--- config.mk ---
export PLATFORM = sky130hd
export DESIGN_NAME = i2ce_engine
export DESIGN_NICKNAME = d
export VERILOG_FILES = /design/src/shared/i2ce_pkg.sv /design/src/rtl/i2ce_engine.sv
export SDC_FILE = /design/constraint.sdc
export NUM_CORES = 1
export LEC_CHECK = 0
export ABC_AREA = 0
export ABC_CLOCK_PERIOD_IN_PS = 5450
export BUFFER_PORTS_ARGS = -buffer_cell sky130_fd_sc_hd__buf_2
export CAP_MARGIN = 20
export CORE_MARGIN = 1
export CORE_UTILIZATION = 50
export CTS_CLUSTER_DIAMETER = 50
export DETAILED_ROUTE_END_ITERATION = 8
export PLACE_DENSITY = 0.78
export SETUP_SLACK_MARGIN = 0.1
export SLEW_MARGIN = 0
export SYNTH_ARGS = -nofsm -noshare
export SYNTH_HDL_FRONTEND = slang
export SYNTH_SLANG_ARGS = --single-unit
--- constraint.sdc ---
create_clock -name i_clk -period 5.45 [get_ports i_clk]
set_input_delay 0.2725 -clock i_clk [delete_from_list [all_inputs] [get_ports i_clk]]
set_output_delay 0.2725 -clock i_clk [all_outputs]
set_load 0.005 [all_outputs]
--- src/shared/i2ce_pkg.sv ---
/*
 * Shared constants, encodings and state type for the two-wire engine.
 * Assumes a 40 MHz system clock and open-drain pads outside the block.
 */
package i2ce_pkg;

	// System clock and bus bit times
	localparam int CLK_PERIOD_NS = 25;
	localparam int STD_BIT_NS    = 10000;
	localparam int FAST_BIT_NS   = 2500;
	localparam int QTRS_PER_BIT  = 4;

	// Quarter-bit counts, derived from the bit times
	localparam logic [6:0] QTR_STD_CYC =
		7'(STD_BIT_NS / QTRS_PER_BIT / CLK_PERIOD_NS);
	localparam logic [6:0] QTR_FAST_CYC =
		7'(FAST_BIT_NS / QTRS_PER_BIT / CLK_PERIOD_NS);

	// Data path
	localparam int FIFO_WIDTH = 8;
	localparam int FIFO_DEPTH = 8;

	// Byte framing
	localparam logic [3:0] ACK_SLOT      = 4'h8;
	localparam logic [6:0] GEN_CALL_ADDR = 7'h00;
	localparam logic       DIR_WRITE     = 1'h0;
	localparam logic       DIR_READ      = 1'h1;

	// Quarter phases within one bit
	localparam logic [1:0] PH_LOW0  = 2'h0;
	localparam logic [1:0] PH_LOW1  = 2'h1;
	localparam logic [1:0] PH_HIGH0 = 2'h2;
	localparam logic [1:0] PH_HIGH1 = 2'h3;

	typedef enum logic [2:0] {
		ST_IDLE  = 3'b000,
		ST_START = 3'b001,
		ST_BYTE  = 3'b010,
		ST_STOP  = 3'b011,
		ST_SLAVE = 3'b100
	} i2ce_state_t;

endpackage : i2ce_pkg

--- src/rtl/i2ce_engine.sv ---
/*
 * Two-wire bus protocol engine (master and slave) with its transmit FIFO.
 * Assumes external open-drain pads with pull-ups, and user logic on i_clk
 * for commands, transmit data and the acknowledge and address controls.
 */
`timescale 1ns/10ps

module i2ce_fifo #(
	parameter int WIDTH = 8,
	parameter int DEPTH = 8
) (
	// Clock and reset
	input  wire logic             i_clk,
	input  wire logic             i_rst_n,
	// Fill side
	input  wire logic             i_in_valid,
	input  wire logic [WIDTH-1:0] i_in_data,
	output logic                  o_in_ready,
	// Drain side
	output logic                  o_out_valid,
	output logic      [WIDTH-1:0] o_out_data,
	input  wire logic             i_out_ready
);
	localparam int PW = $clog2(DEPTH);
	localparam int CW = $clog2(DEPTH + 1);
	localparam logic [CW-1:0] FULL_CNT = CW'(DEPTH);
	localparam logic [PW-1:0] LAST_PTR = PW'(DEPTH - 1);

	logic [WIDTH-1:0] mem [DEPTH];
	logic [PW-1:0]    wr_ptr_ff;
	logic [PW-1:0]    rd_ptr_ff;
	logic [CW-1:0]    count_ff;
	logic [CW-1:0]    nxt_count;
	logic             ready_ff;
	logic             push;
	logic             pop;

	assign push        = i_in_valid && ready_ff;
	assign pop         = i_out_ready && (count_ff != '0);
	assign o_in_ready  = ready_ff;
	assign o_out_valid = (count_ff != '0);
	assign o_out_data  = mem[rd_ptr_ff];

	always_comb begin
		nxt_count = count_ff;
		if (push && !pop) begin
			nxt_count = count_ff + 1'b1;
		end else if (pop && !push) begin
			nxt_count = count_ff - 1'b1;
		end
	end

	// Ready is registered so the fill side never sees a combinational path
	always_ff @(posedge i_clk or negedge i_rst_n) begin
		if (!i_rst_n) begin
			count_ff <= '0;
			ready_ff <= 1'b0;
		end else begin
			count_ff <= nxt_count;
			ready_ff <= (nxt_count != FULL_CNT);
		end
	end

	always_ff @(posedge i_clk or negedge i_rst_n) begin
		if (!i_rst_n) begin
			wr_ptr_ff <= '0;
			rd_ptr_ff <= '0;
		end else begin
			if (push) begin
				wr_ptr_ff <= (wr_ptr_ff == LAST_PTR) ? '0 : wr_ptr_ff + 1'b1;
			end
			if (pop) begin
				rd_ptr_ff <= (rd_ptr_ff == LAST_PTR) ? '0 : rd_ptr_ff + 1'b1;
			end
		end
	end

	always_ff @(posedge i_clk) begin
		if (push) begin
			mem[wr_ptr_ff] <= i_in_data;
		end
	end

endmodule : i2ce_fifo

// Notes on behaviour
// - Master opens every transfer with START
// - START, address, data bytes, STOP in order
// - Bytes shift most significant bit first
// - Address byte is seven bits plus direction
// - Direction zero writes, one reads
// - Receiver acknowledges received data bytes per the acknowledge-control bit
// - Missing acknowledge counts as not-acknowledge
// - Write waits for slave acknowledge per byte
// - Read waits for master acknowledge per byte
// - Master ends every transfer with STOP, except after lost arbitration
// - Master and slave, transmit and receive roles
// - Master transmitter drives data and clock
// - Write address carries direction bit zero
// - Master receiver samples data, drives clock
// - Read address carries direction bit one
// - Master acknowledge follows acknowledge-control bit
// - Arbitration and clock sync for several masters
// - Exactly two bidirectional lines, data and clock
// - Clock generator gives 100 kHz and 400 kHz
// - Slave roles recognise the general call
// - General call enable gates all-zero address
// - Slave acknowledges its own address, or the general call when enabled
module i2ce_engine (
	// Clock and reset
	input  wire logic       i_clk,
	input  wire logic       i_resetn,
	// Bus pins
	input  wire logic       i_sda,
	output logic            o_sda,
	output logic            o_sda_oe_n,
	input  wire logic       i_scl,
	output logic            o_scl,
	output logic            o_scl_oe_n,
	// Control
	input  wire logic       i_fast_mode,
	input  wire logic       i_ack_assert_bit,
	input  wire logic       i_general_call_enable,
	input  wire logic [6:0] i_own_address_register,
	// Master command
	input  wire logic       i_start,
	input  wire logic [6:0] i_addr,
	input  wire logic       i_rw,
	input  wire logic [7:0] i_len,
	// Transmit data
	input  wire logic       i_tx_valid,
	input  wire logic [7:0] i_tx_data,
	output logic            o_tx_ready,
	// Receive data and status
	output logic            o_rx_valid,
	output logic [7:0]      o_rx_data,
	output logic            o_busy,
	output logic            o_done,
	output logic            o_nack,
	output logic            o_arb_lost,
	output logic            o_addressed,
	output logic            o_gc_hit,
	output logic            o_slave_tx
);
	// Reset and pin synchronisers
	logic        rst_meta_ff;
	logic        rst_n_ff;
	logic [1:0]  pin_meta_ff;
	logic [1:0]  pin_sync_ff;
	logic [1:0]  pin_prev_ff;
	logic        sda_s;
	logic        scl_s;
	logic        start_det;
	logic        stop_det;
	logic        scl_rise;
	logic        scl_fall;
	logic        busy_ff;

	// Master state
	i2ce_pkg::i2ce_state_t state_ff;
	logic [1:0]  phase_ff;
	logic [6:0]  qcnt_ff;
	logic [6:0]  qtr_reload;
	logic [3:0]  bit_ff;
	logic [7:0]  sh_ff;
	logic [7:0]  len_ff;
	logic        dir_ff;
	logic        rx_ff;
	logic        addr_ff;
	logic        need_load_ff;
	logic        ack_seen_ff;
	logic        m_sda_low_ff;
	logic        m_scl_low_ff;
	logic        stall;
	logic        tick;
	logic        m_drive;
	logic        m_load;
	logic        m_end;
	logic        m_nack;
	logic        m_last;
	logic        m_lost;
	logic        m_rxbyte;
	logic        m_done;

	// Slave state
	logic [3:0]  s_bit_ff;
	logic [7:0]  s_sh_ff;
	logic        s_addr_ph_ff;
	logic        s_act_ff;
	logic        s_tx_ff;
	logic        s_in_ack_ff;
	logic        s_load_ff;
	logic        s_sda_low_ff;
	logic        s_scl_low_ff;
	logic        s_take;
	logic        s_match;
	logic        s_ack_fall;
	logic        s_rxbyte;
	logic        s_addr_ev;

	// Output registers
	logic        sda_oe_n_ff;
	logic        scl_oe_n_ff;
	logic        pin_zero_ff;
	logic        rx_valid_ff;
	logic [7:0]  rx_data_ff;
	logic        done_ff;
	logic        nack_ff;
	logic        lost_ff;
	logic        addressed_ff;
	logic        gc_hit_ff;
	logic        slave_tx_ff;
	logic        busy_out_ff;

	// FIFO drain side
	logic        fifo_valid;
	logic [7:0]  fifo_data;

	function automatic logic addr_hit(
		input logic [7:0] rx_byte,
		input logic [6:0] own,
		input logic       gc_en
	);
		addr_hit = (rx_byte[7:1] == own) ||
			(gc_en && (rx_byte[7:1] == i2ce_pkg::GEN_CALL_ADDR));
	endfunction : addr_hit

	// Reset: asynchronous assert, synchronous release
	always_ff @(posedge i_clk or negedge i_resetn) begin
		if (!i_resetn) begin
			rst_meta_ff <= 1'b0;
			rst_n_ff    <= 1'b0;
		end else begin
			rst_meta_ff <= 1'b1;
			rst_n_ff    <= rst_meta_ff;
		end
	end

	// Pins idle high, so the synchronisers reset to released
	always_ff @(posedge i_clk or negedge rst_n_ff) begin
		if (!rst_n_ff) begin
			pin_meta_ff <= 2'h3;
			pin_sync_ff <= 2'h3;
			pin_prev_ff <= 2'h3;
		end else begin
			pin_meta_ff <= {i_scl, i_sda};
			pin_sync_ff <= pin_meta_ff;
			pin_prev_ff <= pin_sync_ff;
		end
	end

	assign sda_s     = pin_sync_ff[0];
	assign scl_s     = pin_sync_ff[1];
	assign scl_rise  = scl_s && !pin_prev_ff[1];
	assign scl_fall  = !scl_s && pin_prev_ff[1];
	assign start_det = scl_s && pin_prev_ff[1] && pin_prev_ff[0] && !sda_s;
	assign stop_det  = scl_s && pin_prev_ff[1] && !pin_prev_ff[0] && sda_s;

	// Bus busy between any START and the following STOP
	always_ff @(posedge i_clk or negedge rst_n_ff) begin
		if (!rst_n_ff) begin
			busy_ff <= 1'b0;
		end else if (start_det) begin
			busy_ff <= 1'b1;
		end else if (stop_det) begin
			busy_ff <= 1'b0;
		end
	end

	// Quarter-bit timer; a high phase waits while SCL is held low
	assign qtr_reload = i_fast_mode ? i2ce_pkg::QTR_FAST_CYC - 7'h01 :
		i2ce_pkg::QTR_STD_CYC - 7'h01;
	assign stall = ((phase_ff == i2ce_pkg::PH_HIGH0) && !scl_s) ||
		((state_ff == i2ce_pkg::ST_BYTE) && need_load_ff);
	assign tick = (qcnt_ff == 7'h00) && !stall &&
		((state_ff == i2ce_pkg::ST_START) ||
		(state_ff == i2ce_pkg::ST_BYTE) || (state_ff == i2ce_pkg::ST_STOP));

	always_ff @(posedge i_clk or negedge rst_n_ff) begin
		if (!rst_n_ff) begin
			qcnt_ff <= 7'h00;
		end else if (tick || stall || (state_ff == i2ce_pkg::ST_IDLE) ||
			(state_ff == i2ce_pkg::ST_SLAVE)) begin
			qcnt_ff <= qtr_reload;
		end else begin
			qcnt_ff <= qcnt_ff - 7'h01;
		end
	end

	// Master decode
	assign m_drive = (bit_ff == i2ce_pkg::ACK_SLOT) ?
		(rx_ff && i_ack_assert_bit) :
		(!rx_ff && !sh_ff[7]);
	assign m_load  = (state_ff == i2ce_pkg::ST_BYTE) && need_load_ff &&
		fifo_valid;
	assign m_end   = (state_ff == i2ce_pkg::ST_BYTE) && tick &&
		(phase_ff == i2ce_pkg::PH_HIGH1) && (bit_ff == i2ce_pkg::ACK_SLOT);
	assign m_nack  = m_end && !rx_ff && !ack_seen_ff;
	assign m_last  = addr_ff ? (len_ff == 8'h00) : (len_ff == 8'h01);
	assign m_rxbyte = m_end && rx_ff;
	assign m_lost  = (state_ff == i2ce_pkg::ST_BYTE) && tick &&
		(phase_ff == i2ce_pkg::PH_HIGH0) && (bit_ff != i2ce_pkg::ACK_SLOT) &&
		!rx_ff && sh_ff[7] && !sda_s;
	assign m_done  = (state_ff == i2ce_pkg::ST_STOP) && tick &&
		(phase_ff == i2ce_pkg::PH_HIGH1);

	// Master sequencing and role selection
	always_ff @(posedge i_clk or negedge rst_n_ff) begin
		if (!rst_n_ff) begin
			state_ff     <= i2ce_pkg::ST_IDLE;
			phase_ff     <= i2ce_pkg::PH_LOW0;
			bit_ff       <= 4'h0;
			sh_ff        <= 8'h00;
			len_ff       <= 8'h00;
			dir_ff       <= i2ce_pkg::DIR_WRITE;
			rx_ff        <= 1'b0;
			addr_ff      <= 1'b0;
			need_load_ff <= 1'b0;
			ack_seen_ff  <= 1'b0;
			m_sda_low_ff <= 1'b0;
			m_scl_low_ff <= 1'b0;
		end else begin
			case (state_ff)
			i2ce_pkg::ST_IDLE: begin
				m_sda_low_ff <= 1'b0;
				m_scl_low_ff <= 1'b0;
				phase_ff     <= i2ce_pkg::PH_LOW0;
				bit_ff       <= 4'h0;
				if (start_det) begin
					state_ff <= i2ce_pkg::ST_SLAVE;
				end else if (i_start && !busy_ff) begin
					state_ff     <= i2ce_pkg::ST_START;
					sh_ff        <= {i_addr, i_rw};
					dir_ff       <= i_rw;
					len_ff       <= i_len;
					addr_ff      <= 1'b1;
					rx_ff        <= 1'b0;
					need_load_ff <= 1'b0;
				end
			end
			i2ce_pkg::ST_START: begin
				if (tick) begin
					if (phase_ff == i2ce_pkg::PH_LOW0) begin
						m_sda_low_ff <= 1'b1;
						phase_ff     <= i2ce_pkg::PH_LOW1;
					end else begin
						m_scl_low_ff <= 1'b1;
						phase_ff     <= i2ce_pkg::PH_LOW0;
						state_ff     <= i2ce_pkg::ST_BYTE;
					end
				end
			end
			i2ce_pkg::ST_BYTE: begin
				if (m_load) begin
					sh_ff        <= fifo_data;
					need_load_ff <= 1'b0;
				end
				if (phase_ff == i2ce_pkg::PH_LOW0) begin
					m_sda_low_ff <= m_drive;
				end
				if (m_lost) begin
					// Losing master lets go of both lines at once
					state_ff     <= i2ce_pkg::ST_IDLE;
					m_sda_low_ff <= 1'b0;
					m_scl_low_ff <= 1'b0;
				end else if (tick) begin
					phase_ff <= phase_ff + 2'h1;
					case (phase_ff)
					i2ce_pkg::PH_LOW1: begin
						m_scl_low_ff <= 1'b0;
					end
					i2ce_pkg::PH_HIGH0: begin
						if (bit_ff != i2ce_pkg::ACK_SLOT) begin
							sh_ff <= {sh_ff[6:0], rx_ff & sda_s};
						end else begin
							ack_seen_ff <= !sda_s;
						end
					end
					i2ce_pkg::PH_HIGH1: begin
						m_scl_low_ff <= 1'b1;
						if (bit_ff != i2ce_pkg::ACK_SLOT) begin
							bit_ff <= bit_ff + 4'h1;
						end else begin
							bit_ff  <= 4'h0;
							addr_ff <= 1'b0;
							rx_ff   <= dir_ff;
							if (!addr_ff) begin
								len_ff <= len_ff - 8'h01;
							end
							if (m_nack || m_last) begin
								state_ff <= i2ce_pkg::ST_STOP;
							end else begin
								need_load_ff <= (dir_ff == i2ce_pkg::DIR_WRITE);
							end
						end
					end
					default: begin
					end
					endcase
				end
			end
			i2ce_pkg::ST_STOP: begin
				if (phase_ff == i2ce_pkg::PH_LOW0) begin
					m_sda_low_ff <= 1'b1;
				end
				if (tick) begin
					phase_ff <= phase_ff + 2'h1;
					if (phase_ff == i2ce_pkg::PH_LOW1) begin
						m_scl_low_ff <= 1'b0;
					end else if (phase_ff == i2ce_pkg::PH_HIGH1) begin
						m_sda_low_ff <= 1'b0;
						state_ff     <= i2ce_pkg::ST_IDLE;
					end
				end
			end
			i2ce_pkg::ST_SLAVE: begin
				if (stop_det) begin
					state_ff <= i2ce_pkg::ST_IDLE;
				end
			end
			default: begin
				state_ff <= i2ce_pkg::ST_IDLE;
			end
			endcase
		end
	end

	// Slave decode
	assign s_match    = addr_hit(s_sh_ff, i_own_address_register,
		i_general_call_enable);
	assign s_take     = (state_ff == i2ce_pkg::ST_SLAVE) && s_load_ff &&
		fifo_valid;
	assign s_ack_fall = (state_ff == i2ce_pkg::ST_SLAVE) && scl_fall &&
		(s_bit_ff == i2ce_pkg::ACK_SLOT);
	assign s_addr_ev  = s_ack_fall && s_addr_ph_ff && s_match;
	assign s_rxbyte   = s_ack_fall && !s_addr_ph_ff && !s_tx_ff && s_act_ff;

	// Slave receiver and transmitter, stepped by the master's clock
	always_ff @(posedge i_clk or negedge rst_n_ff) begin
		if (!rst_n_ff) begin
			s_bit_ff     <= 4'h0;
			s_sh_ff      <= 8'h00;
			s_addr_ph_ff <= 1'b1;
			s_act_ff     <= 1'b0;
			s_tx_ff      <= 1'b0;
			s_in_ack_ff  <= 1'b0;
			s_load_ff    <= 1'b0;
			s_sda_low_ff <= 1'b0;
			s_scl_low_ff <= 1'b0;
		end else if ((state_ff != i2ce_pkg::ST_SLAVE) || start_det) begin
			s_bit_ff     <= 4'h0;
			s_addr_ph_ff <= 1'b1;
			s_act_ff     <= 1'b1;
			s_tx_ff      <= 1'b0;
			s_in_ack_ff  <= 1'b0;
			s_load_ff    <= 1'b0;
			s_sda_low_ff <= 1'b0;
			s_scl_low_ff <= 1'b0;
		end else begin
			// Empty FIFO stretches the clock instead of sending junk
			if (s_take) begin
				s_sh_ff      <= fifo_data;
				s_sda_low_ff <= !fifo_data[7];
				s_load_ff    <= 1'b0;
				s_scl_low_ff <= 1'b0;
			end else if (s_load_ff) begin
				s_scl_low_ff <= 1'b1;
			end
			if (scl_rise) begin
				if (s_bit_ff != i2ce_pkg::ACK_SLOT) begin
					s_bit_ff <= s_bit_ff + 4'h1;
					if (!s_tx_ff) begin
						s_sh_ff <= {s_sh_ff[6:0], sda_s};
					end
				end else begin
					s_bit_ff <= 4'h0;
					if (s_tx_ff && sda_s) begin
						s_act_ff <= 1'b0;
					end
				end
			end
			if (scl_fall) begin
				if (s_bit_ff == i2ce_pkg::ACK_SLOT) begin
					s_in_ack_ff <= 1'b1;
					if (s_addr_ph_ff) begin
						s_sda_low_ff <= s_match;
						s_act_ff     <= s_match;
						s_tx_ff      <= s_match && (s_sh_ff[0] == i2ce_pkg::DIR_READ);
					end else begin
						s_sda_low_ff <= !s_tx_ff && s_act_ff && i_ack_assert_bit;
					end
				end else if (s_in_ack_ff) begin
					s_in_ack_ff  <= 1'b0;
					s_addr_ph_ff <= 1'b0;
					s_sda_low_ff <= 1'b0;
					s_load_ff    <= s_tx_ff && s_act_ff;
				end else if (s_tx_ff && s_act_ff && (s_bit_ff != 4'h0)) begin
					s_sh_ff      <= {s_sh_ff[6:0], 1'b0};
					s_sda_low_ff <= !s_sh_ff[6];
				end
			end
		end
	end

	// Pins and status; outputs only ever pull low
	always_ff @(posedge i_clk or negedge rst_n_ff) begin
		if (!rst_n_ff) begin
			sda_oe_n_ff  <= 1'b1;
			scl_oe_n_ff  <= 1'b1;
			pin_zero_ff  <= 1'b0;
			rx_valid_ff  <= 1'b0;
			rx_data_ff   <= 8'h00;
			done_ff      <= 1'b0;
			nack_ff      <= 1'b0;
			lost_ff      <= 1'b0;
			addressed_ff <= 1'b0;
			gc_hit_ff    <= 1'b0;
			slave_tx_ff  <= 1'b0;
			busy_out_ff  <= 1'b0;
		end else begin
			sda_oe_n_ff  <= !(m_sda_low_ff || s_sda_low_ff);
			scl_oe_n_ff  <= !(m_scl_low_ff || s_scl_low_ff);
			pin_zero_ff  <= 1'b0;
			rx_valid_ff  <= m_rxbyte || s_rxbyte;
			if (m_rxbyte) begin
				rx_data_ff <= sh_ff;
			end else if (s_rxbyte) begin
				rx_data_ff <= s_sh_ff;
			end
			done_ff      <= m_done;
			nack_ff      <= m_nack;
			lost_ff      <= m_lost;
			addressed_ff <= s_addr_ev;
			gc_hit_ff    <= s_addr_ev &&
				(s_sh_ff[7:1] == i2ce_pkg::GEN_CALL_ADDR);
			slave_tx_ff  <= (state_ff == i2ce_pkg::ST_SLAVE) && s_tx_ff &&
				s_act_ff;
			busy_out_ff  <= (state_ff != i2ce_pkg::ST_IDLE);
		end
	end

	assign o_sda       = pin_zero_ff;
	assign o_scl       = pin_zero_ff;
	assign o_sda_oe_n  = sda_oe_n_ff;
	assign o_scl_oe_n  = scl_oe_n_ff;
	assign o_rx_valid  = rx_valid_ff;
	assign o_rx_data   = rx_data_ff;
	assign o_done      = done_ff;
	assign o_nack      = nack_ff;
	assign o_arb_lost  = lost_ff;
	assign o_addressed = addressed_ff;
	assign o_gc_hit    = gc_hit_ff;
	assign o_slave_tx  = slave_tx_ff;
	assign o_busy      = busy_out_ff;

	// Transmit data for master writes and slave reads
	i2ce_fifo #(
		.WIDTH (i2ce_pkg::FIFO_WIDTH),
		.DEPTH (i2ce_pkg::FIFO_DEPTH)
	) u_tx_fifo (
		.i_clk       (i_clk),
		.i_rst_n     (rst_n_ff),
		.i_in_valid  (i_tx_valid),
		.i_in_data   (i_tx_data),
		.o_in_ready  (o_tx_ready),
		.o_out_valid (fifo_valid),
		.o_out_data  (fifo_data),
		.i_out_ready (m_load || s_take)
	);

endmodule : i2ce_engine

### Word level (Yosys, flattened, before mapping)

Memories as Yosys holds them, arrays and structs flattened.
Cells that the tools add are included.
Widths: inputs -> output; s select.

| storage, ports and cells | value |
|---|---|
| register bits | 96 |
| memories kept | 1 |
| output and inout port bits | 21 |
| bits of input ports | 40 |
| logic and storage cells | 343 |
| bits in writable memories | 64 |

Memories:

| name | depth | width | rd ports | clocked after memory_dff | write ports | RTL line | RTL |
|---|---|---|---|---|---|---|---|
| u_tx_fifo.mem | 8 | 8 | 1 | 0 | 1 | i2ce_engine.sv:29 | `logic [WIDTH-1:0] mem [DEPTH];` |

| operators by class | value |
|---|---|
| mux-type cells | 135 |
| bitwise logic cells | 5 |
| equal/unequal tests | 39 |
| reduce and logical (&&, ||, !) cells | 111 |
| add/sub/neg operators | 9 |

Operators by type and width:

| operator | count |
|---|---|
| $mux 8 | 24 |
| $mux 1 | 71 |
| $logic_and 1x1->1 | 51 |
| $mux 3 | 15 |
| $mux 4 | 9 |
| $pmux 8 s2 | 2 |
| $ne 2x2->1 const B | 10 |
| $reduce_and 3->1 | 6 |
| $logic_not 1->1 | 17 |
| $reduce_bool 2->1 | 8 |
| $pmux 3 s5 | 1 |
| $logic_not 7->1 | 2 |
| $mux 7 | 2 |
| $reduce_and 7->1 | 2 |
| $logic_or 1x1->1 | 13 |
| $add 4x1->4 const B | 3 |
| $ne 3x2->1 const B | 4 |
| $ne 4x4->1 const B | 3 |
| $reduce_bool 4->1 | 3 |
| $reduce_and 11->1 | 1 |
| $ne 2x1->1 const B | 5 |
| $eq 3x3->1 const B | 3 |
| $ne 3x3->1 const B | 3 |
| $eq 4x4->1 const B | 2 |
| 26 further kinds | 39 |

### Logic depth before layout (Yosys ltp)

Gate-level depths: netlist of run 1.

| depth | value |
|---|---|
| depth in word-level cells | 18 |
| depth in mapped cells | 10 |
| mapped depth without buffers | 8 |

### Cells and area by module

From an unflattened synthesis of run 1, not the netlist that was laid out.

| unflattened totals | value |
|---|---|
| cell total of the unflattened synthesis | 670 |
| area, all modules | 7895.1 µm² |

By module, submodules not included:

| module | cells an instance | area each (µm²) | instances |
|---|---|---|---|
| i2ce_engine | 502 | 4789.6 | 1 |
| i2ce_fifo | 168 | 3105.5 | 1 |

### Least setup slack after synthesis of run 1

OpenSTA, ideal clock, no wires.

| path | value |
|---|---|
| path kind | register -> register |
| from | register phase_ff[0] |
| to | register rx_data_ff[0] (netlist: o_rx_data[0]) |
| buffers on the path | 2 |
| path slack | 3.367 ns |
| clock period less this slack | 2.083 ns |
| arrival time | 1.965 ns |
| data required time | 5.332 ns |
| cell stages (with the launch flop) | 11 |
| cell sequence | dfrtp_1 inv_1 ha_1 nor2b_1 nand2b_1 buf_2 nor4_2 and3_1 buf_4 nor2_2 a21o_1 |

| between the ends | value |
|---|---|
| word-level cells in the longest chain between the ends | 11 |
| elaborated cells on any way between the ends | 13 |

Ends and longest elaborated chain:

| element | RTL line | RTL |
|---|---|---|
| from (decl) | i2ce_engine.sv:161 | `logic [1:0] phase_ff;` |
| from (signal assigned) | i2ce_engine.sv:311 | `phase_ff <= i2ce_pkg::PH_LOW0;` |
| from (signal assigned) | i2ce_engine.sv:327 | `phase_ff <= i2ce_pkg::PH_LOW0;` |
| from (signal assigned) | i2ce_engine.sv:345 | `phase_ff <= i2ce_pkg::PH_LOW1;` |
| $eq 2x2->1 | i2ce_engine.sv:273 | `assign stall = ((phase_ff == i2ce_pkg::PH_HIGH0) && !scl_s) \|\|` |
| $logic_and 1x1->1 | i2ce_engine.sv:273 |  |
| $logic_or 1x1->1 | i2ce_engine.sv:273 |  |
| $logic_not 1->1 | i2ce_engine.sv:275 | `assign tick = (qcnt_ff == 7'h00) && !stall &&` |
| $logic_and 1x1->1 (2 in series) | i2ce_engine.sv:275 |  |
| $logic_and 1x1->1 | i2ce_engine.sv:296 | `assign m_end = (state_ff == i2ce_pkg::ST_BYTE) && tick &&` |
| $logic_and 1x1->1 * | i2ce_engine.sv:296 |  |
| $logic_and 1x1->1 * | i2ce_engine.sv:297 | `(phase_ff == i2ce_pkg::PH_HIGH1) && (bit_ff == i2ce_pkg::ACK_SLOT);` |
| $logic_and 1x1->1 * | i2ce_engine.sv:300 | `assign m_rxbyte = m_end && rx_ff;` |
| $mux 8 / $reduce_bool 2->1 (equally long branches) | -- |  |
| to (signal assigned) | i2ce_engine.sv:528 | `rx_data_ff <= s_sh_ff;` |
| to (decl) | i2ce_engine.sv:206 | `logic [7:0] rx_data_ff;` |

Mark *: on every way between the ends. The rest lies on a longest branch, timed or not.
A chain may end at the register's enable or synchronous reset.

### Worst setup path in the final report of run 1

| path | value |
|---|---|
| from | register state_ff[1] |
| to | register m_scl_low_ff |

| between the ends | value |
|---|---|
| word-level cells in the longest chain between the ends | 14 |
| elaborated cells on any way between the ends | 27 |

Ends and longest elaborated chain:

| element | RTL line | RTL |
|---|---|---|
| from (decl) | i2ce_engine.sv:160 | `i2ce_pkg::i2ce_state_t state_ff;` |
| from (signal assigned) | i2ce_engine.sv:310 | `state_ff <= i2ce_pkg::ST_IDLE;` |
| from (signal assigned) | i2ce_engine.sv:330 | `state_ff <= i2ce_pkg::ST_SLAVE;` |
| from (signal assigned) | i2ce_engine.sv:332 | `state_ff <= i2ce_pkg::ST_START;` |
| $eq 3x2->1 | -- |  |
| $logic_and 1x1->1 | i2ce_engine.sv:274 | `((state_ff == i2ce_pkg::ST_BYTE) && need_load_ff);` |
| $logic_or 1x1->1 | i2ce_engine.sv:273 |  |
| $logic_not 1->1 | i2ce_engine.sv:275 |  |
| $logic_and 1x1->1 (2 in series) | i2ce_engine.sv:275 |  |
| $logic_and 1x1->1 (2 in series) | i2ce_engine.sv:301 | `assign m_lost = (state_ff == i2ce_pkg::ST_BYTE) && tick &&` |
| $logic_and 1x1->1 (2 in series) | i2ce_engine.sv:302 | `(phase_ff == i2ce_pkg::PH_HIGH0) && (bit_ff != i2ce_pkg::ACK_SLOT) &&` |
| $logic_and 1x1->1 (2 in series) | i2ce_engine.sv:303 | `!rx_ff && sh_ff[7] && !sda_s;` |
| $ne 4x2->1 (no source line), or another cell as far along | -- |  |
| $reduce_and 7->1 (no source line) / $pmux 1 s4 (equally long branches) | -- |  |
| to (signal assigned) | i2ce_engine.sv:321 | `m_scl_low_ff <= 1'b0;` |
| to (signal assigned) | i2ce_engine.sv:326 | `m_scl_low_ff <= 1'b0;` |
| to (signal assigned) | i2ce_engine.sv:347 | `m_scl_low_ff <= 1'b1;` |
| to (decl) | i2ce_engine.sv:173 | `logic m_scl_low_ff;` |

Parallel ways exist; a longest one is shown, timed or not.

==> results of run 1 <==
## cell usage after synthesis, types with 8 or more instances
library cell / instances / area share
nand2b_1: 11 / 0.0089
a21o_1: 14 / 0.014
nor4_1: 8 / 0.0065
nor3_1: 23 / 0.015
clkbuf_1: 10 / 0.0049
a21oi_1: 43 / 0.028
xnor2_1: 12 / 0.014
dfrtp_1: 87 / 0.28
nor2b_1: 8 / 0.0065
inv_1: 21 / 0.010
o21ai_0: 37 / 0.024
nand2_1: 49 / 0.024
mux2i_1: 10 / 0.013
and3_1: 9 / 0.0073
dfstp_2: 9 / 0.031
ha_1: 18 / 0.029
mux4_2: 16 / 0.047
nand3_1: 10 / 0.0065
a22o_1: 12 / 0.014
edfxtp_1: 64 / 0.25
mux2_2: 16 / 0.023
nor2_1: 58 / 0.028
## cell usage in the layout, fill, tap and decap left out, drive strengths merged, types with 4 or more instances in the layout
cell type,count
nor4,10
nor3,23
a21oi,45
a221o,7
mux4,16
dfrtp,87
and3,9
xor2,4
nor3b,8
a21o,14
a31oi,8
nand3,11
xnor2,12
dfstp,9
or3,7
ha,18
nand4,5
nor2,60
edfxtp,64
buf,68
clkinvlp,5
clkbuf,20
mux2,16
inv,27
nand2b,11
a22o,12
nand2,49
mux2i,10
o21ai,37
o22ai,5
nor2b,8
## worst min-delay path by stage
stage               cells past startpoint           to        start  slack [ps]
floorplan                               0  rst_meta_ff     i_resetn         -20
global placement                        1  rst_meta_ff     i_resetn          60
detailed placement                      1  rst_meta_ff     i_resetn          60
CTS                                     2   qcnt_ff[5]  i_fast_mode          80
global route                            2   qcnt_ff[5]  i_fast_mode         100
finish                                  2   qcnt_ff[5]  i_fast_mode         110
## worst reg2reg max path, stage by stage, from the launching register on
cell and delay (ps):
dfrtp_1 760, nor3b_4 620, nand4_1 370, o31ai_1 290, a21oi_1 100, nor3_1 180, mux2_2 360
## layout make-up
class                           count  area, um2
Tap cell                          184        230
Clock buffer                       20        437
Fill cell                        1154       6000
Timing Repair Buffer               71        415
Sequential cell                   160       4340
Multi-Input combinational cell    450       3160
Clock inverter                     12        101
Inverter                           21       78.8
## routing by layer
| layer | GRT usage | wire length (um) |
|---|---|---|
| met1 | 0.275 | 7090 |
| met2 | 0.381 | 8620 |
| met3 | 0.0612 | 1010 |
| met4 | 0.101 | 495 |
| met5 | 0 | 0 |
## state kept, by name (all words and copies together) (netlist names), 4 cells and up
register / cells
u_tx_fifo.mem: 64
len_ff: 8
o_rx_data: 8
s_sh_ff: 8
sh_ff: 8
qcnt_ff: 7
bit_ff: 4
s_bit_ff: 4
u_tx_fifo.count_ff: 4
## logic make-up (layout without fill, tap and decap cells)
logic type                 after synthesis  in the layout  synth area share
AOI/OAI and AO/OA                      153            153             0.129
xor gates and xnor gates                16             16            0.0182
adders and majority gates               19             19            0.0306
buffers and inverters                   47            124            0.0273
DFF                                    160            160             0.563
muxes                                   42             42            0.0832
other                                    2              3          0.000976
and+or+nand+nor                        217            217             0.147
## metrics by stage
step | total power, W | util
2_1_floorplan | 0.00253 | -
3_3_place_gp | 0.00277 | 0.553
3_5_place_dp | 0.00284 | 0.553
4_1_cts | 0.00393 | 0.592
5_1_grt | 0.00414 | 0.594
6_report | 0.00393 | 0.594
## power by group through the flow
stage	registers, W	logic (W)	clock network (W)
after floorplan	0.00168	0.000850	0
after global placement	0.00176	0.00102	0
after detailed placement	0.00177	0.00107	0
after CTS	0.00175	0.00108	0.00110
after global routing	0.00178	0.00122	0.00114
final	0.00176	0.00109	0.00108
==> flow_metrics.tcl, run 1 <==
set metrics [dict create \
    slew_headroom 0.364 \
    grt_pass1_vias 5643 \
    setup_viol 0 \
    syn_area_per_cell_um2 11.7 \
    finalWirelength_um 17200 \
    hold_viol 0 \
    crit_chain "nor3b_4 > nand4_1 > o31ai_1 > a21oi_1 > nor3_1 > mux2_2" \
    fin_hold_ws_ps 106 \
    place_congestion 0.912 \
    rr_startpoint "state_ff[1]" \
    switchingPower_w 0.00136 \
    rr_worst_depth 6 \
    hold_buffers 3 \
    grt_pass1_wl_um 27800 \
    tightest_slew_ps 950 \
    crit_type "reg2reg" \
    drive_gt1_frac 0.206 \
    end_kind "flop" \
    max_stage_delay_ps 760 \
    cp_num_cells 6 \
    ys_warn_count 0 \
    clockRootBuffer "clkbuf_16" \
    n_antenna_cell 0 \
    cp-start-kind "flop" \
    critPathRequiredTime_ps 5760 \
    area_delta_synth_final_pct 13.8 \
    post-dp-hpwl_um 12000 \
    setup_tns_ps 0 \
    setup_slack_ps 2660 \
    synth_cell_types 67 \
    async_flop_share 0.600 \
    crit_fanout 20 \
    outcome "complete, no violations" \
    die_h_um 126 \
    worstSkewPairLatency_ps 430 \
    yosysSeqAreaShare 0.563 \
    syn-cell-area_um2 7700 \
    vias 5551 \
    vdd_drop_max_mv 0.329 \
    cts_tree "yes" \
    grt-ovfl-total 0 \
    synth_edf_count 64 \
    instances_no_fill 918 \
    arrival_ps 3100 \
    numPortBuffers 58 \
    cts_made_buffers 17 \
    start_util 0.522 \
    preCtsSetupSlack_ps 2720 \
    p_per_area_nw_per_um2 448 \
    endpoint "m_scl_low_ff" \
    post-place-cells 882 \
    combPwrFrac 0.277 \
    postCtsSetupRepairBufs 0 \
    leakage_nw 3.63 \
    fp.dieW_um 126 \
    cpMaxStageDelayCell "dfrtp_1" \
    rows 44 \
    drcViolationCount 0 \
    core_area_um2 14800 \
    synth-seq-cells 160 \
    cts_sinks 160 \
    grt_max_degree 69 \
    fin_area_um2 8760 \
    fmax_mhz 359 \
    clock_power_share 0.276 \
    worst_clock_skew_ps 8.24 \
    seqPwrFrac 0.447 \
    drv_slew 0 \
    ios 61 \
    vias_per_cell 6.05 \
    swShare 0.345 \
    gr-usage-all-layers 0.227 \
    final_nets 779 \
    wire_per_inst_um 18.7 \
    antenna_found_initial 0 \
    final_period_minus_worst_setup_slack_ps 2790 \
    post_dp_cell_area_um2 8160 \
    drtPass1Iterations 5 \
    worstHoldPathType "in2reg" \
    intPower_w 0.00257 \
    path_buf_inv 0 \
    synth_ff_type "dfrtp_1" \
    period_share 0.512 \
    cts_resized 0 \
    rr_endpoint "m_scl_low_ff" \
    ctsHtreeMaxLevel 4 \
    final_antenna_net_count 0 \
    r2r_setup_slack_ps 2660 \
    syn_inst 656 \
    rsz0062_at_grt "no" \
    startpoint "state_ff[1]" \
    path_delay_family "simple AND/OR/NAND/NOR gates" \
    cap_violations 0 \
    cts_buffer_depth 2 \
    clk_pin_slew_ps 60 \
    die_area_um2 15900 \
    dr.first_iter.drc_count 411 \
]
(Power assumes the default switching activity.)
==> run 2, diff against run 1 <==
Settings changed: ABC_CLOCK_PERIOD_IN_PS 5450 to 2700.
Clock period 5.45 ns to 2.7 ns, I/O delays scaled along.
==> run 2 against run 1 <==
Utilization increased by 1.9 points. Die area unchanged. Cell area increased by 3.2%. First-iteration DRC count decreased by 14%. Critical path type unchanged. Largest cell class unchanged.
==> flow_metrics.tcl, run 2 (synthesized netlist as in run 1, its figures left out) <==
set metrics [dict create \
    core_area_um2 14800 \
    post-dp-hpwl_um 12300 \
    hold_viol 0 \
    worstHoldPathType "in2async" \
    setup_viol 0 \
    postCtsSetupRepairBufs 0 \
    crit_type "reg2reg" \
    dr.first_iter.drc_count 352 \
    die_h_um 126 \
    cts_sinks 160 \
    drive_gt1_frac 0.221 \
    p_per_area_nw_per_um2 901 \
    final_period_minus_worst_setup_slack_ps 2370 \
    post_dp_cell_area_um2 8280 \
    fmax_mhz 422 \
    rsz0062_at_grt "no" \
    r2r_setup_slack_ps 330 \
    grt_use_met2 0.418 \
    rows 44 \
    grt_max_degree 50 \
    grt_pass1_vias 5688 \
    setup_tns_ps 0 \
    regMostFlops "u_tx_fifo.mem" \
    cap_violations 0 \
    outcome "complete, no violations" \
    grtUsageMet3 0.0446 \
    worstSkewPairLatency_ps 430 \
    tightest_slew_ps 673 \
    numPortBuffers 58 \
    die_area_um2 15900 \
    largest_reg_flops 64 \
    p_total_w 0.00815 \
    worst_clock_skew_ps 9.06 \
    fp.dieW_um 126 \
    start_util 0.522 \
    finalWirelength_um 17400 \
    fin_area_um2 9040 \
    vias_per_cell 5.93 \
    layout_commonest_cell "dfrtp_1" \
    vdd_drop_max_mv 0.519 \
    crit_fanout 10 \
    period_share 0.878 \
    wire_per_inst_um 18.4 \
    ctsHtreeMaxLevel 4 \
    clk_pin_slew_ps 70 \
    fin_hold_ws_ps 16.8 \
    cts_tree "yes" \
    rr_worst_depth 8 \
    cts_made_buffers 17 \
    clockRootBuffer "clkbuf_16" \
    slew_headroom 0.551 \
    drcViolationCount 0 \
    grt-ovfl-total 0 \
    final_nets 805 \
    area_delta_synth_final_pct 17.4 \
    place_congestion 0.890 \
    n_antenna_cell 0 \
    rr_startpoint "phase_ff[0]" \
    gr-usage-all-layers 0.236 \
    drv_slew 0 \
    vias 5596 \
    antenna_found_initial 0 \
    end_kind "flop" \
    grt-busiest-layer "met2" \
    met1_usage 0.289 \
    fin_util 0.613 \
    cts_buffer_depth 2 \
    rr_endpoint "o_rx_data[5]" \
    grt_pass1_wl_um 29000 \
    cp-start-kind "flop" \
    leakage_nw 3.79 \
    critPathRequiredTime_ps 3020 \
    ios 61 \
    mostFrequentLayoutCells "86 x dfrtp_1, 64 x edfxtp_1, 58 x nor2_1, 58 x buf_2, 49 x nand2_1" \
    arrival_ps 2690 \
    drtPass1Iterations 5 \
    final_antenna_net_count 0 \
]
[run 2: worst max-delay path by stage]
stage,from,cells after the start,endpoint
6_report,phase_ff[0],8,o_rx_data[5]
5_1_grt,phase_ff[0],8,o_rx_data[3]
4_1_cts,phase_ff[0],8,o_rx_data[5]
3_5_place_dp,phase_ff[0],8,o_rx_data[5]
3_3_place_gp,phase_ff[0],8,o_rx_data[4]
2_1_floorplan,phase_ff[0],10,o_rx_data[0]
[run 2: area by class of cell]
| type | count | area [um2] |
|---|---|---|
| Fill cell | 1142 | 5710 |
| Sequential cell | 160 | 4340 |
| Multi-Input combinational cell | 450 | 3160 |
| Timing Repair Buffer | 97 | 636 |
| Clock buffer | 17 | 425 |
| Tap cell | 184 | 230 |
| Clock inverter | 15 | 174 |
| Inverter | 21 | 78.8 |
[run 2: worst max-delay path, stage by stage (launching register included)]
cell	delay, ps
dfrtp_1	400
inv_1	100
ha_1	250
nor2b_1	160
nand2b_1	300
nor4_2	400
and3_2	360
nor2_2	120
a21o_1	190
[run 2: metal layers]
metal	share of wire	wire length (um)	vias to the layer above
li1	-	-	2630
met1	0.42	7340	2757
met2	0.51	8890	174
met3	0.046	792	35
met4	0.020	351	0
met5	0	0	-
[run 2: through the flow]
step | std cells | setup WS (ps)
finish | 944 | 329
global route | 944 | 105
CTS | 944 | 224
detailed placement | 896 | 221
global placement | 896 | 331
floorplan | 657 | 617
[run 2: report_power, final]
part / leakage [nW] / switching [W] / internal, W
clock: 0.289 / 0.00111 / 0.00124
sequential: 1.80 / 0.000476 / 0.00305
combinational: 1.71 / 0.00128 / 0.000995
total: 3.79 / 0.00286 / 0.00529
[run 2: what timing repair did]
item | CTS | global route
hold endpoints to repair | 76 | 0
resized for setup | 0 | 1
setup endpoints to repair | 0 | 8
hold buffers | 16 | 0
